--- src/shared/pbk_defines.vh ---
// constants for the parkbrake control and fault detect block
`ifndef PBK_DEFINES_VH
`define PBK_DEFINES_VH
// flash codes reported on faults
`define PBK_FLASH_NONE 4'h0
`define PBK_FLASH_LEFT 4'h5
`define PBK_FLASH_RIGHT 4'h6
// brake configuration selector values
`define PBK_CFG_SINGLE 1'b0
`define PBK_CFG_DUAL 1'b1
// default zero demand brake delay in ms, and in cycles at 100 MHz
`define PBK_DELAY_MS 500
`define PBK_HOLD_MS 200
`define PBK_CLK_MHZ 100
`define PBK_DELAY_CYC (`PBK_DELAY_MS * 1000 * `PBK_CLK_MHZ)
`define PBK_HOLD_CYC (`PBK_HOLD_MS * 1000 * `PBK_CLK_MHZ)
// settle time of the presence test in us, and in cycles
`define PBK_TEST_US 100
`define PBK_TEST_CYC (`PBK_TEST_US * `PBK_CLK_MHZ)
// timer width
`define PBK_TW 32
`endif

--- src/design/pbk_sync.v ---
// two flip-flop synchroniser for a bus of pin levels
`timescale 1ns/1ps
module pbk_sync
#(
  parameter W = 1
)
(
  input wire I_CLOCK,
  input wire I_RST_B,
  input wire [W-1:0] i_async,
  output wire [W-1:0] o_sync
);
  reg [W-1:0] meta_q; // first stage, read only by second
  reg [W-1:0] sync_q; // second stage
  // two stages toward the clock domain
  always @(posedge I_CLOCK or negedge I_RST_B)
  begin
    if (!I_RST_B)
    begin
      meta_q <= {W{1'b0}};
      sync_q <= {W{1'b0}};
    end
    else
    begin
      meta_q <= i_async;
      sync_q <= meta_q;
    end
  end
  assign o_sync = sync_q;
endmodule

--- src/design/pbk_ctrl.v ---
// parkbrake release sequencing and brake presence fault detection
`timescale 1ns/1ps
// Function
// [RL1] brakes de-energised unless release is intended
// [RL2] missing brake raises fault and blocks driving
// [RL3] dual: each brake from its own output
// [RL4] single: left output only, right unused
// [RL5] single, no left load: flash code 5
// [RL6] dual, no right load: flash code 6; code gives 5 instead when the left load is missing too
// [RL7] series brakes fed from left positive terminal
// [RL8] wait zero demand delay before applying brakes
// [RL9] motor hold time, then bridges off
// [RL10] test presence before release, latch faults
`include "pbk_defines.vh"
module pbk_ctrl
#(
  parameter [`PBK_TW-1:0] DELAY_CYC = `PBK_DELAY_CYC,
  parameter [`PBK_TW-1:0] HOLD_CYC = `PBK_HOLD_CYC,
  parameter [`PBK_TW-1:0] TEST_CYC = `PBK_TEST_CYC
)
(
  input wire I_CLOCK,
  input wire I_RST_B,
  input wire I_BRAKE_DUAL,
  input wire I_DEMAND_NONZERO,
  input wire I_LEFT_LOAD,
  input wire I_RIGHT_LOAD,
  input wire I_FAULT_CLEAR,
  input wire [`PBK_TW-1:0] I_DELAY_CYC,
  input wire [`PBK_TW-1:0] I_HOLD_CYC,
  input wire I_USE_PROG,
  output reg O_LEFT_BRAKE_DRIVE,
  output reg O_RIGHT_BRAKE_DRIVE,
  output reg O_LEFT_TEST,
  output reg O_RIGHT_TEST,
  output reg O_BRIDGE_ON,
  output reg O_MOTOR_HOLD,
  output reg O_DRIVE_ENABLE,
  output reg O_LEFT_FAULT,
  output reg O_RIGHT_FAULT,
  output reg [3:0] O_FLASH_CODE
);
  ////////////////////////////////////////////////////////////////////////////
  // states, one-hot
  localparam [4:0] ST_IDLE = 5'h01; // brakes applied, bridge off
  localparam [4:0] ST_TEST = 5'h02; // presence test on outputs
  localparam [4:0] ST_DRIVE = 5'h04; // brakes released, driving
  localparam [4:0] ST_DELAY = 5'h08; // zero demand, still released
  localparam [4:0] ST_HOLD = 5'h10; // brakes off, motors hold
  reg [4:0] state_q; // current state
  reg [4:0] state_d; // next state
  reg [`PBK_TW-1:0] tmr_q; // cycle timer
  reg [`PBK_TW-1:0] tmr_d; // next timer
  localparam [`PBK_TW-1:0] TMR_ONE = {{(`PBK_TW-1){1'b0}}, 1'b1}; // timer step at full width
  reg lflt_q; // latched left fault
  reg rflt_q; // latched right fault
  reg lflt_d;
  reg rflt_d;
  wire dual; // synced config selector
  wire demand; // synced nonzero demand
  wire lload; // synced left load sense
  wire rload; // synced right load sense
  wire fclr; // synced fault clear
  wire [`PBK_TW-1:0] delay_lim; // chosen delay count
  wire [`PBK_TW-1:0] hold_lim; // chosen hold count
  wire any_fault; // any latched fault
  wire test_l; // left fault seen this test
  wire test_r; // right fault seen this test
  ////////////////////////////////////////////////////////////////////////////
  // pin inputs through two flip-flops
  pbk_sync #(.W(5)) u_sync
  (
    .I_CLOCK(I_CLOCK),
    .I_RST_B(I_RST_B),
    .i_async({I_BRAKE_DUAL, I_DEMAND_NONZERO, I_LEFT_LOAD, I_RIGHT_LOAD, I_FAULT_CLEAR}),
    .o_sync({dual, demand, lload, rload, fclr})
  );
  // programmable times or defaults
  assign delay_lim = I_USE_PROG ? I_DELAY_CYC : DELAY_CYC;
  assign hold_lim = I_USE_PROG ? I_HOLD_CYC : HOLD_CYC;
  assign any_fault = lflt_q | rflt_q;
  // left checked in both configs, right only in dual
  assign test_l = !lload; // see [RL5]
  assign test_r = (dual == `PBK_CFG_DUAL) && !rload; // see [RL6]
  ////////////////////////////////////////////////////////////////////////////
  // next state, timer and fault latches
  always @*
  begin
    state_d = state_q;
    tmr_d = tmr_q;
    lflt_d = lflt_q;
    rflt_d = rflt_q;
    // clear drops the latched faults only while in ST_IDLE
    if (fclr && state_q == ST_IDLE)
    begin
      lflt_d = 1'b0;
      rflt_d = 1'b0;
    end
    case (state_q)
      ST_IDLE:
      begin
        tmr_d = {`PBK_TW{1'b0}};
        // test before any release
        if (demand && !any_fault)
          state_d = ST_TEST; // see [RL10]
      end
      ST_TEST:
      begin
        tmr_d = tmr_q + TMR_ONE;
        if (tmr_q >= TEST_CYC - TMR_ONE)
        begin
          tmr_d = {`PBK_TW{1'b0}};
          lflt_d = lflt_q | test_l; // see [RL10]
          rflt_d = rflt_q | test_r; // see [RL10]
          if (test_l || test_r)
            state_d = ST_IDLE; // see [RL2]
          else
            state_d = ST_DRIVE;
        end
      end
      ST_DRIVE:
      begin
        tmr_d = {`PBK_TW{1'b0}};
        // open circuit while driving
        if (test_l || test_r)
        begin
          lflt_d = lflt_q | test_l; // see [RL2]
          rflt_d = rflt_q | test_r; // see [RL2]
          state_d = ST_HOLD;
        end
        else if (!demand)
          state_d = ST_DELAY;
      end
      ST_DELAY:
      begin
        tmr_d = tmr_q + TMR_ONE;
        if (demand)
          state_d = ST_DRIVE; // see [RL8]
        else if (tmr_q >= delay_lim)
        begin
          tmr_d = {`PBK_TW{1'b0}};
          state_d = ST_HOLD; // see [RL8]
        end
      end
      ST_HOLD:
      begin
        tmr_d = tmr_q + TMR_ONE;
        if (tmr_q >= hold_lim)
        begin
          tmr_d = {`PBK_TW{1'b0}};
          state_d = ST_IDLE; // see [RL9]
        end
      end
      default:
      begin
        state_d = ST_IDLE;
        tmr_d = {`PBK_TW{1'b0}};
      end
    endcase
  end
  ////////////////////////////////////////////////////////////////////////////
  // state registers
  always @(posedge I_CLOCK or negedge I_RST_B)
  begin
    if (!I_RST_B)
    begin
      state_q <= ST_IDLE;
      tmr_q <= {`PBK_TW{1'b0}};
      lflt_q <= 1'b0;
      rflt_q <= 1'b0;
    end
    else
    begin
      state_q <= state_d;
      tmr_q <= tmr_d;
      lflt_q <= lflt_d;
      rflt_q <= rflt_d;
    end
  end
  ////////////////////////////////////////////////////////////////////////////
  // registered outputs
  always @(posedge I_CLOCK or negedge I_RST_B)
  begin
    if (!I_RST_B)
    begin
      O_LEFT_BRAKE_DRIVE <= 1'b0;
      O_RIGHT_BRAKE_DRIVE <= 1'b0;
      O_LEFT_TEST <= 1'b0;
      O_RIGHT_TEST <= 1'b0;
      O_BRIDGE_ON <= 1'b0;
      O_MOTOR_HOLD <= 1'b0;
      O_DRIVE_ENABLE <= 1'b0;
      O_LEFT_FAULT <= 1'b0;
      O_RIGHT_FAULT <= 1'b0;
      O_FLASH_CODE <= `PBK_FLASH_NONE;
    end
    else
    begin
      // energise only in released states
      O_LEFT_BRAKE_DRIVE <= (state_d == ST_DRIVE) || (state_d == ST_DELAY); // see [RL1] [RL3] [RL4] [RL7]
      // right output used only in dual config
      O_RIGHT_BRAKE_DRIVE <= ((state_d == ST_DRIVE) || (state_d == ST_DELAY))
        && (dual == `PBK_CFG_DUAL); // see [RL1] [RL3] [RL4]
      // sense current on the enabled outputs
      O_LEFT_TEST <= (state_d == ST_TEST); // see [RL10]
      O_RIGHT_TEST <= (state_d == ST_TEST) && (dual == `PBK_CFG_DUAL); // see [RL10]
      O_BRIDGE_ON <= (state_d == ST_DRIVE) || (state_d == ST_DELAY) || (state_d == ST_HOLD); // see [RL9]
      O_MOTOR_HOLD <= (state_d == ST_HOLD); // see [RL9]
      // driving blocked while any fault latched
      O_DRIVE_ENABLE <= (state_d == ST_DRIVE) && !(lflt_d | rflt_d); // see [RL2]
      O_LEFT_FAULT <= lflt_d;
      O_RIGHT_FAULT <= rflt_d;
      // left fault takes priority in the flash code
      if (lflt_d)
        O_FLASH_CODE <= `PBK_FLASH_LEFT; // see [RL5]
      else if (rflt_d)
        O_FLASH_CODE <= `PBK_FLASH_RIGHT; // see [RL6]
      else
        O_FLASH_CODE <= `PBK_FLASH_NONE;
    end
  end
endmodule

--- config.mk ---
export PLATFORM = sky130hd
export DESIGN_NAME = pbk_ctrl
export DESIGN_NICKNAME = d
export VERILOG_FILES = /design/src/design/pbk_sync.v /design/src/design/pbk_ctrl.v
export VERILOG_INCLUDE_DIRS = /design/src /design/src/shared
export SDC_FILE = /design/constraint.sdc
export NUM_CORES = 1
export LEC_CHECK = 0
export BUFFER_PORTS_ARGS = -buffer_cell sky130_fd_sc_hd__buf_2
export CAP_MARGIN = 20
export CORE_ASPECT_RATIO = 2
export CORE_MARGIN = 1.5
export CORE_UTILIZATION = 30
export CTS_BUF_LIST = sky130_fd_sc_hd__clkbuf_16
export CTS_CLUSTER_DIAMETER = 80
export DETAILED_ROUTE_END_ITERATION = 10
export MAX_ROUTING_LAYER = met4
export PLACE_DENSITY_LB_ADDON = 0.2
export RECOVER_POWER = 25
export SETUP_SLACK_MARGIN = 0.4
export SKIP_CTS_REPAIR_TIMING = 1
export SLEW_MARGIN = 40
export SYNTH_ARGS = -nofsm -noshare
export SYNTH_HDL_FRONTEND = slang
export SYNTH_SLANG_ARGS = --single-unit
export TNS_END_PERCENT = 10
--- constraint.sdc ---
create_clock -name I_CLOCK -period 2.9 [get_ports I_CLOCK]
set_clock_uncertainty 0.2 [all_clocks]
set_input_delay 0.435 -clock I_CLOCK [delete_from_list [all_inputs] [get_ports I_CLOCK]]
set_output_delay 0.435 -clock I_CLOCK [all_outputs]
set_load 0.01 [all_outputs]
## Word level (Yosys, flattened, before mapping)

Index checks and enable logic that the tools add are counted.

- Output and inout port bits: 13
- Register bits: 60
- Logic and storage cells: 70
- Input bits: 72

- Bitwise gates (word level): 4
- Add/subtract/negate cells: 1
- Reduce and logical (&&, ||, !) cells: 13
- Magnitude comparators: 3
- Eq/ne operators: 9
- Multiplexer cells: 26

Operators with widths:

| cell | count |
|---|---|
| $mux 32 | 6 |
| $pmux 32 s3 | 1 |
| $ge 32x32->1 | 2 |
| $mux 5 | 7 |
| $add 32x1->32 const B | 1 |
| $ge 32x14->1 const B | 1 |
| $pmux 5 s5 | 1 |
| $eq 5x2->1 const B | 2 |
| $eq 5x3->1 const B | 2 |
| $eq 5x4->1 const B | 2 |
| $eq 5x5->1 const B | 2 |
| $mux 3 | 3 |
| $logic_and 1x1->1 | 6 |
| $mux 1 | 6 |
| $eq 5x1->1 const B | 1 |
| $logic_not 1->1 | 4 |
| $or 1x1->1 | 4 |
| $pmux 1 s2 | 2 |
| $logic_or 1x1->1 | 3 |

## Longest topological paths before layout

- Word-level depth: 9
- Gate-level depth with buffers: 12
- Mapped depth without buffers: 9

## By module

From an unflattened synthesis, not the netlist that was laid out.

- Cell total of the unflattened synthesis: 471
- Area, all modules: 4166.5 um^2

Modules (own cells, without submodules):

| module | cells an instance | seq. area each (um^2) | area each (um^2) | instances |
|---|---|---|---|---|
| pbk_ctrl | 461 | 1202.4 | 3916.3 | 1 |
| pbk_sync | 10 | 250.2 | 250.2 | 1 |

## Least setup slack after synthesis

Ideal clock, no wire load.

- Kind: input-to-reg
- Start point: input I_USE_PROG
- End point: register tmr_q[29]
- Path buffers: 3
- Setup slack: -0.184 ns
- Stages: 10
- Library setup time: 0.119 ns
- Required time: 2.581 ns
- Arrival: 2.765 ns
- Path through: clkbuf_1 clkbuf_1 nand2_1 ha_1 nand4_1 or4_1 o21a_1 a211oi_2 buf_6 nor2_1

- Cells in the longest elaborated chain, start to end: 5

Ends and longest elaborated chain:

| what | RTL line | text |
|---|---|---|
| start, declared | pbk_ctrl.v:31 | `input wire I_USE_PROG,` |
| $mux 32 | pbk_ctrl.v:79 | `assign delay_lim = I_USE_PROG ? I_DELAY_CYC : DELAY_CYC;` |
| $ge 32x32->1 | pbk_ctrl.v:139 | `else if (tmr_q >= delay_lim)` |
| $mux 32 | pbk_ctrl.v:139 |  |
| $mux 32 | pbk_ctrl.v:137 | `if (demand)` |
| $pmux 32 s3 * | pbk_ctrl.v:99 | `case (state_q)` |
| via tmr_d[29] | pbk_ctrl.v:53 | `` reg [`PBK_TW-1:0] tmr_d; `` |
| end signal, assigned | pbk_ctrl.v:168 | `` tmr_q <= {`PBK_TW{1'b0}}; `` |
| end signal, assigned | pbk_ctrl.v:175 | `tmr_q <= tmr_d;` |
| end, declared | pbk_ctrl.v:52 | `` reg [`PBK_TW-1:0] tmr_q; `` |

The timed path passes the listed nets; every way through them passes the cells marked *.

## Worst setup path in the final report

- Start point: input I_USE_PROG
- End point: register tmr_q[28]

The elaborated chain is that of the path after synthesis.

==> impl_metrics.yaml <==
floorplan:
  coreArea_um2: 13970
  rows: 61
  die_h_um: 172.2
  dieArea_um2: 15090
  io_pins: 85
  die_w_um: 87.61
  start_util: 0.3075
sta:
  hold_ws_ns: 0.01231
  setup_tns_ns: 0
  finalHoldViolCount: 0
  finalMaxSlewViolations: 31
  rsz0062_at_grt: "true"
  fmax_mhz: 352.1
  worst_pin_slew_ns: 1.776
  fin_crit_ns: 2.840
  slew-limit-headroom: -0.1843
  finalCritPeriodShare: 0.9795
  final-setup-viol-count: 0
synthesis:
  syn-cell-area_um2: 4295
  synth_top_area_share: 0.3321
  synth_nets: 617
  synth_cells: 480
  synth_area_leaders: "dfrtp_1 (33%), ha_1 (19%), nand2_1 (6.6%), nor2_1 (4.4%), xor2_1 (4.1%)"
  synthArstFlopShare: 1.000
  ys_seq_area_frac: 0.3382
  yosysWarnings: 0
  yosysTopAreaCell: "dfrtp_1"
  syn-mean-instance-area_um2: 8.949
  ys_ff_latch: 58
  ys_dominant_reg_cell: "dfrtp_1"
  synth_edf_count: 0
  yosysUniqueCellTypes: 52
worst_setup_path:
  crit_path_end_kind: "flip-flop"
  start_kind: "input pin"
  crit_arrival_ns: 2.90
  required_ns: 2.96
  worstSetupPathType: "input pin to flip-flop"
  crit_fanout: 16
grt:
  antenna_found_initial: 0
  grt_pass1_vias: 4025
  grt_pass1_wl_mm: 18.89
  grt_max_degree: 33
  grtUsageTotal: 0.1717
  gr-total-overflow: 0
cts:
  clock_latency_ns: 0.33
  cts_buffers: 9
  cts_root_buf: "clkbuf_16"
  cts_max_path_buffers: 2
  cts_tree: "built"
  cts_sinks: 58
  path_clk_slew_ns: 0.05
  h-tree-depth: 3
pwr:
  fin_total_pwr_mw: 2.482
  leakagePower_nw: 3.032
  vdd.ir_drop.worst_uv: 375.1
  power_density_nw_per_um2: 395.1
route:
  drtAntennaViolNets: 0
  drt_iter0_drc: 124
  wirelength_mm: 13.19
  detail_route.first_pass.iterations: 4
  vias: 3998
  avgRoutedWirePerCell_um: 16.04
  vias_per_cell: 4.864
  drc: 0
finish:
  postLayoutCoreUtil: 0.4498
  design_area_um2: 6282
  fillCellCount: 1344
  nNetsFinal: 765
  syn2layout_area_growth_pct: 46.26
  drive_gt1_frac: 0.3570
  antenna-diode-count: 0
hold_path:
  hold_path_class: "input pin to flip-flop"
placement:
  io_buffer_count: 83
  place_area_um2: 5291
  dp_hpwl_mm: 9.888
  gp_congestion: 0.8767
flow_run:
  maxCapViolations: 1
outcome:
  violations: "max-capacitance violations, max-slew violations"
  outcome: "finished with violations"
## Yosys cell counts (7+ instances only)
cell,instances
a21oi_1,22
and2_1,7
clkbuf_1,7
dfrtp_1,57
ha_1,65
inv_1,8
nand2_1,76
nand3_1,17
nand4_1,14
nor2_1,50
nor2b_1,23
o21ai_0,17
xnor2_1,11
xor2_1,20
## kinds of logic after synthesis
group	Yosys count	synth area share
AOI/OAI and AO/OA	77	0.1200
xor gates and xnor gates	31	0.06321
adders and majority gates	65	0.1893
buffers and inverters	21	0.02534
DFF	58	0.3382
other	1	0.0008730
and+or+nand+nor	227	0.2630
## critical path: stages
cell       delay, ns
buf_12          0.13
buf_12          0.13
nor2b_4         0.13
ha_4            0.24
buf_6           0.11
a21oi_2         0.11
o21ai_1         0.07
or4_4           0.53
o31ai_4         0.24
buf_6           0.14
o21a_4          0.14
a211oi_4        0.04
buf_6           0.15
clkbuf_16       0.18
nor2_1          0.11
## registers in the layout, summed over array words and instances, names as in the netlist
register             cells
O_MOTOR_HOLD             1
u_sync.meta_q            5
O_FLASH_CODE             3
u_sync.o_sync            5
O_BRIDGE_ON              1
O_RIGHT_FAULT            1
O_RIGHT_TEST             1
O_DRIVE_ENABLE           1
O_LEFT_TEST              1
O_RIGHT_BRAKE_DRIVE      1
O_LEFT_BRAKE_DRIVE       1
tmr_q                   32
state_q                  5
## cells in the final DEF, fill, tap and decap left out, types with 4 or more instances in the layout
cell type	n
inv_1	11
nor2_1	47
nor2_2	6
o21a_1	5
nand3_1	16
clkbuf_16	14
a21oi_2	6
nand2_1	72
a21o_1	5
nor2b_4	9
xor2_1	20
nor2b_1	13
xnor2_1	11
buf_2	81
a21oi_1	16
ha_1	50
o21ai_0	12
nand4_1	14
ha_4	15
and3_1	4
and4_1	5
dfrtp_1	56
buf_6	8
and2_1	7
buf_12	5
nand2_2	4
nand2b_1	5
buf_4	46
nor4_1	5
## report_power, final
group | total (mW) | internal [mW] | switching (mW)
clock network | 0.992 | 0.645 | 0.347
logic | 0.605 | 0.291 | 0.313
registers | 0.885 | 0.859 | 0.0266
total | 2.48 | 1.80 | 0.687
## worst paths after layout
check                                      start          endpoint  slack [ns]  depth (start not counted)
worst min register to register  u_sync.meta_q[0]  u_sync.o_sync[0]        0.15                          0
worst max-delay path                  I_USE_PROG         tmr_q[28]        0.06                         15
worst min-delay path                I_BRAKE_DUAL  u_sync.meta_q[4]        0.01                          1
worst max register to register         tmr_q[13]         tmr_q[28]        0.11                         11
min in group asynchronous                I_RST_B  u_sync.meta_q[4]        0.92                          2
max in group asynchronous                I_RST_B          tmr_q[4]        0.55                          2
## through the flow
| step | setup slack, ns | instances |
|---|---|---|
| 3_5_place_dp | -0.4714 | 787 |
| 6_report | 0.05958 | 822 |
| 5_1_grt | -0.02112 | 822 |
| 2_1_floorplan | 0.02784 | 480 |
| 3_3_place_gp | -0.4181 | 787 |
| 4_1_cts | -0.1291 | 803 |
## routing by layer
metal / global-route usage / up-vias / part of all wire
met2: 0.3334 / 55 / 0.60
li1: - / 1996 / -
met3: 0.02721 / 27 / 0.019
met1: 0.1538 / 1920 / 0.34
met4: 0.08834 / 0 / 0.037
met5: - / - / 0
## layout make-up
class                      count  area (um2)  area share
tap                          189       236.5     0.03764
sequential                    58        1454      0.2314
clock buffer                   9       225.2     0.03585
clock inverter                 7       53.80    0.008564
timing repair buffer         150        1115      0.1775
inverter                       8       30.03    0.004780
multi-input combinational    401        3168      0.5043
Power figures use the tool's default switching activity.
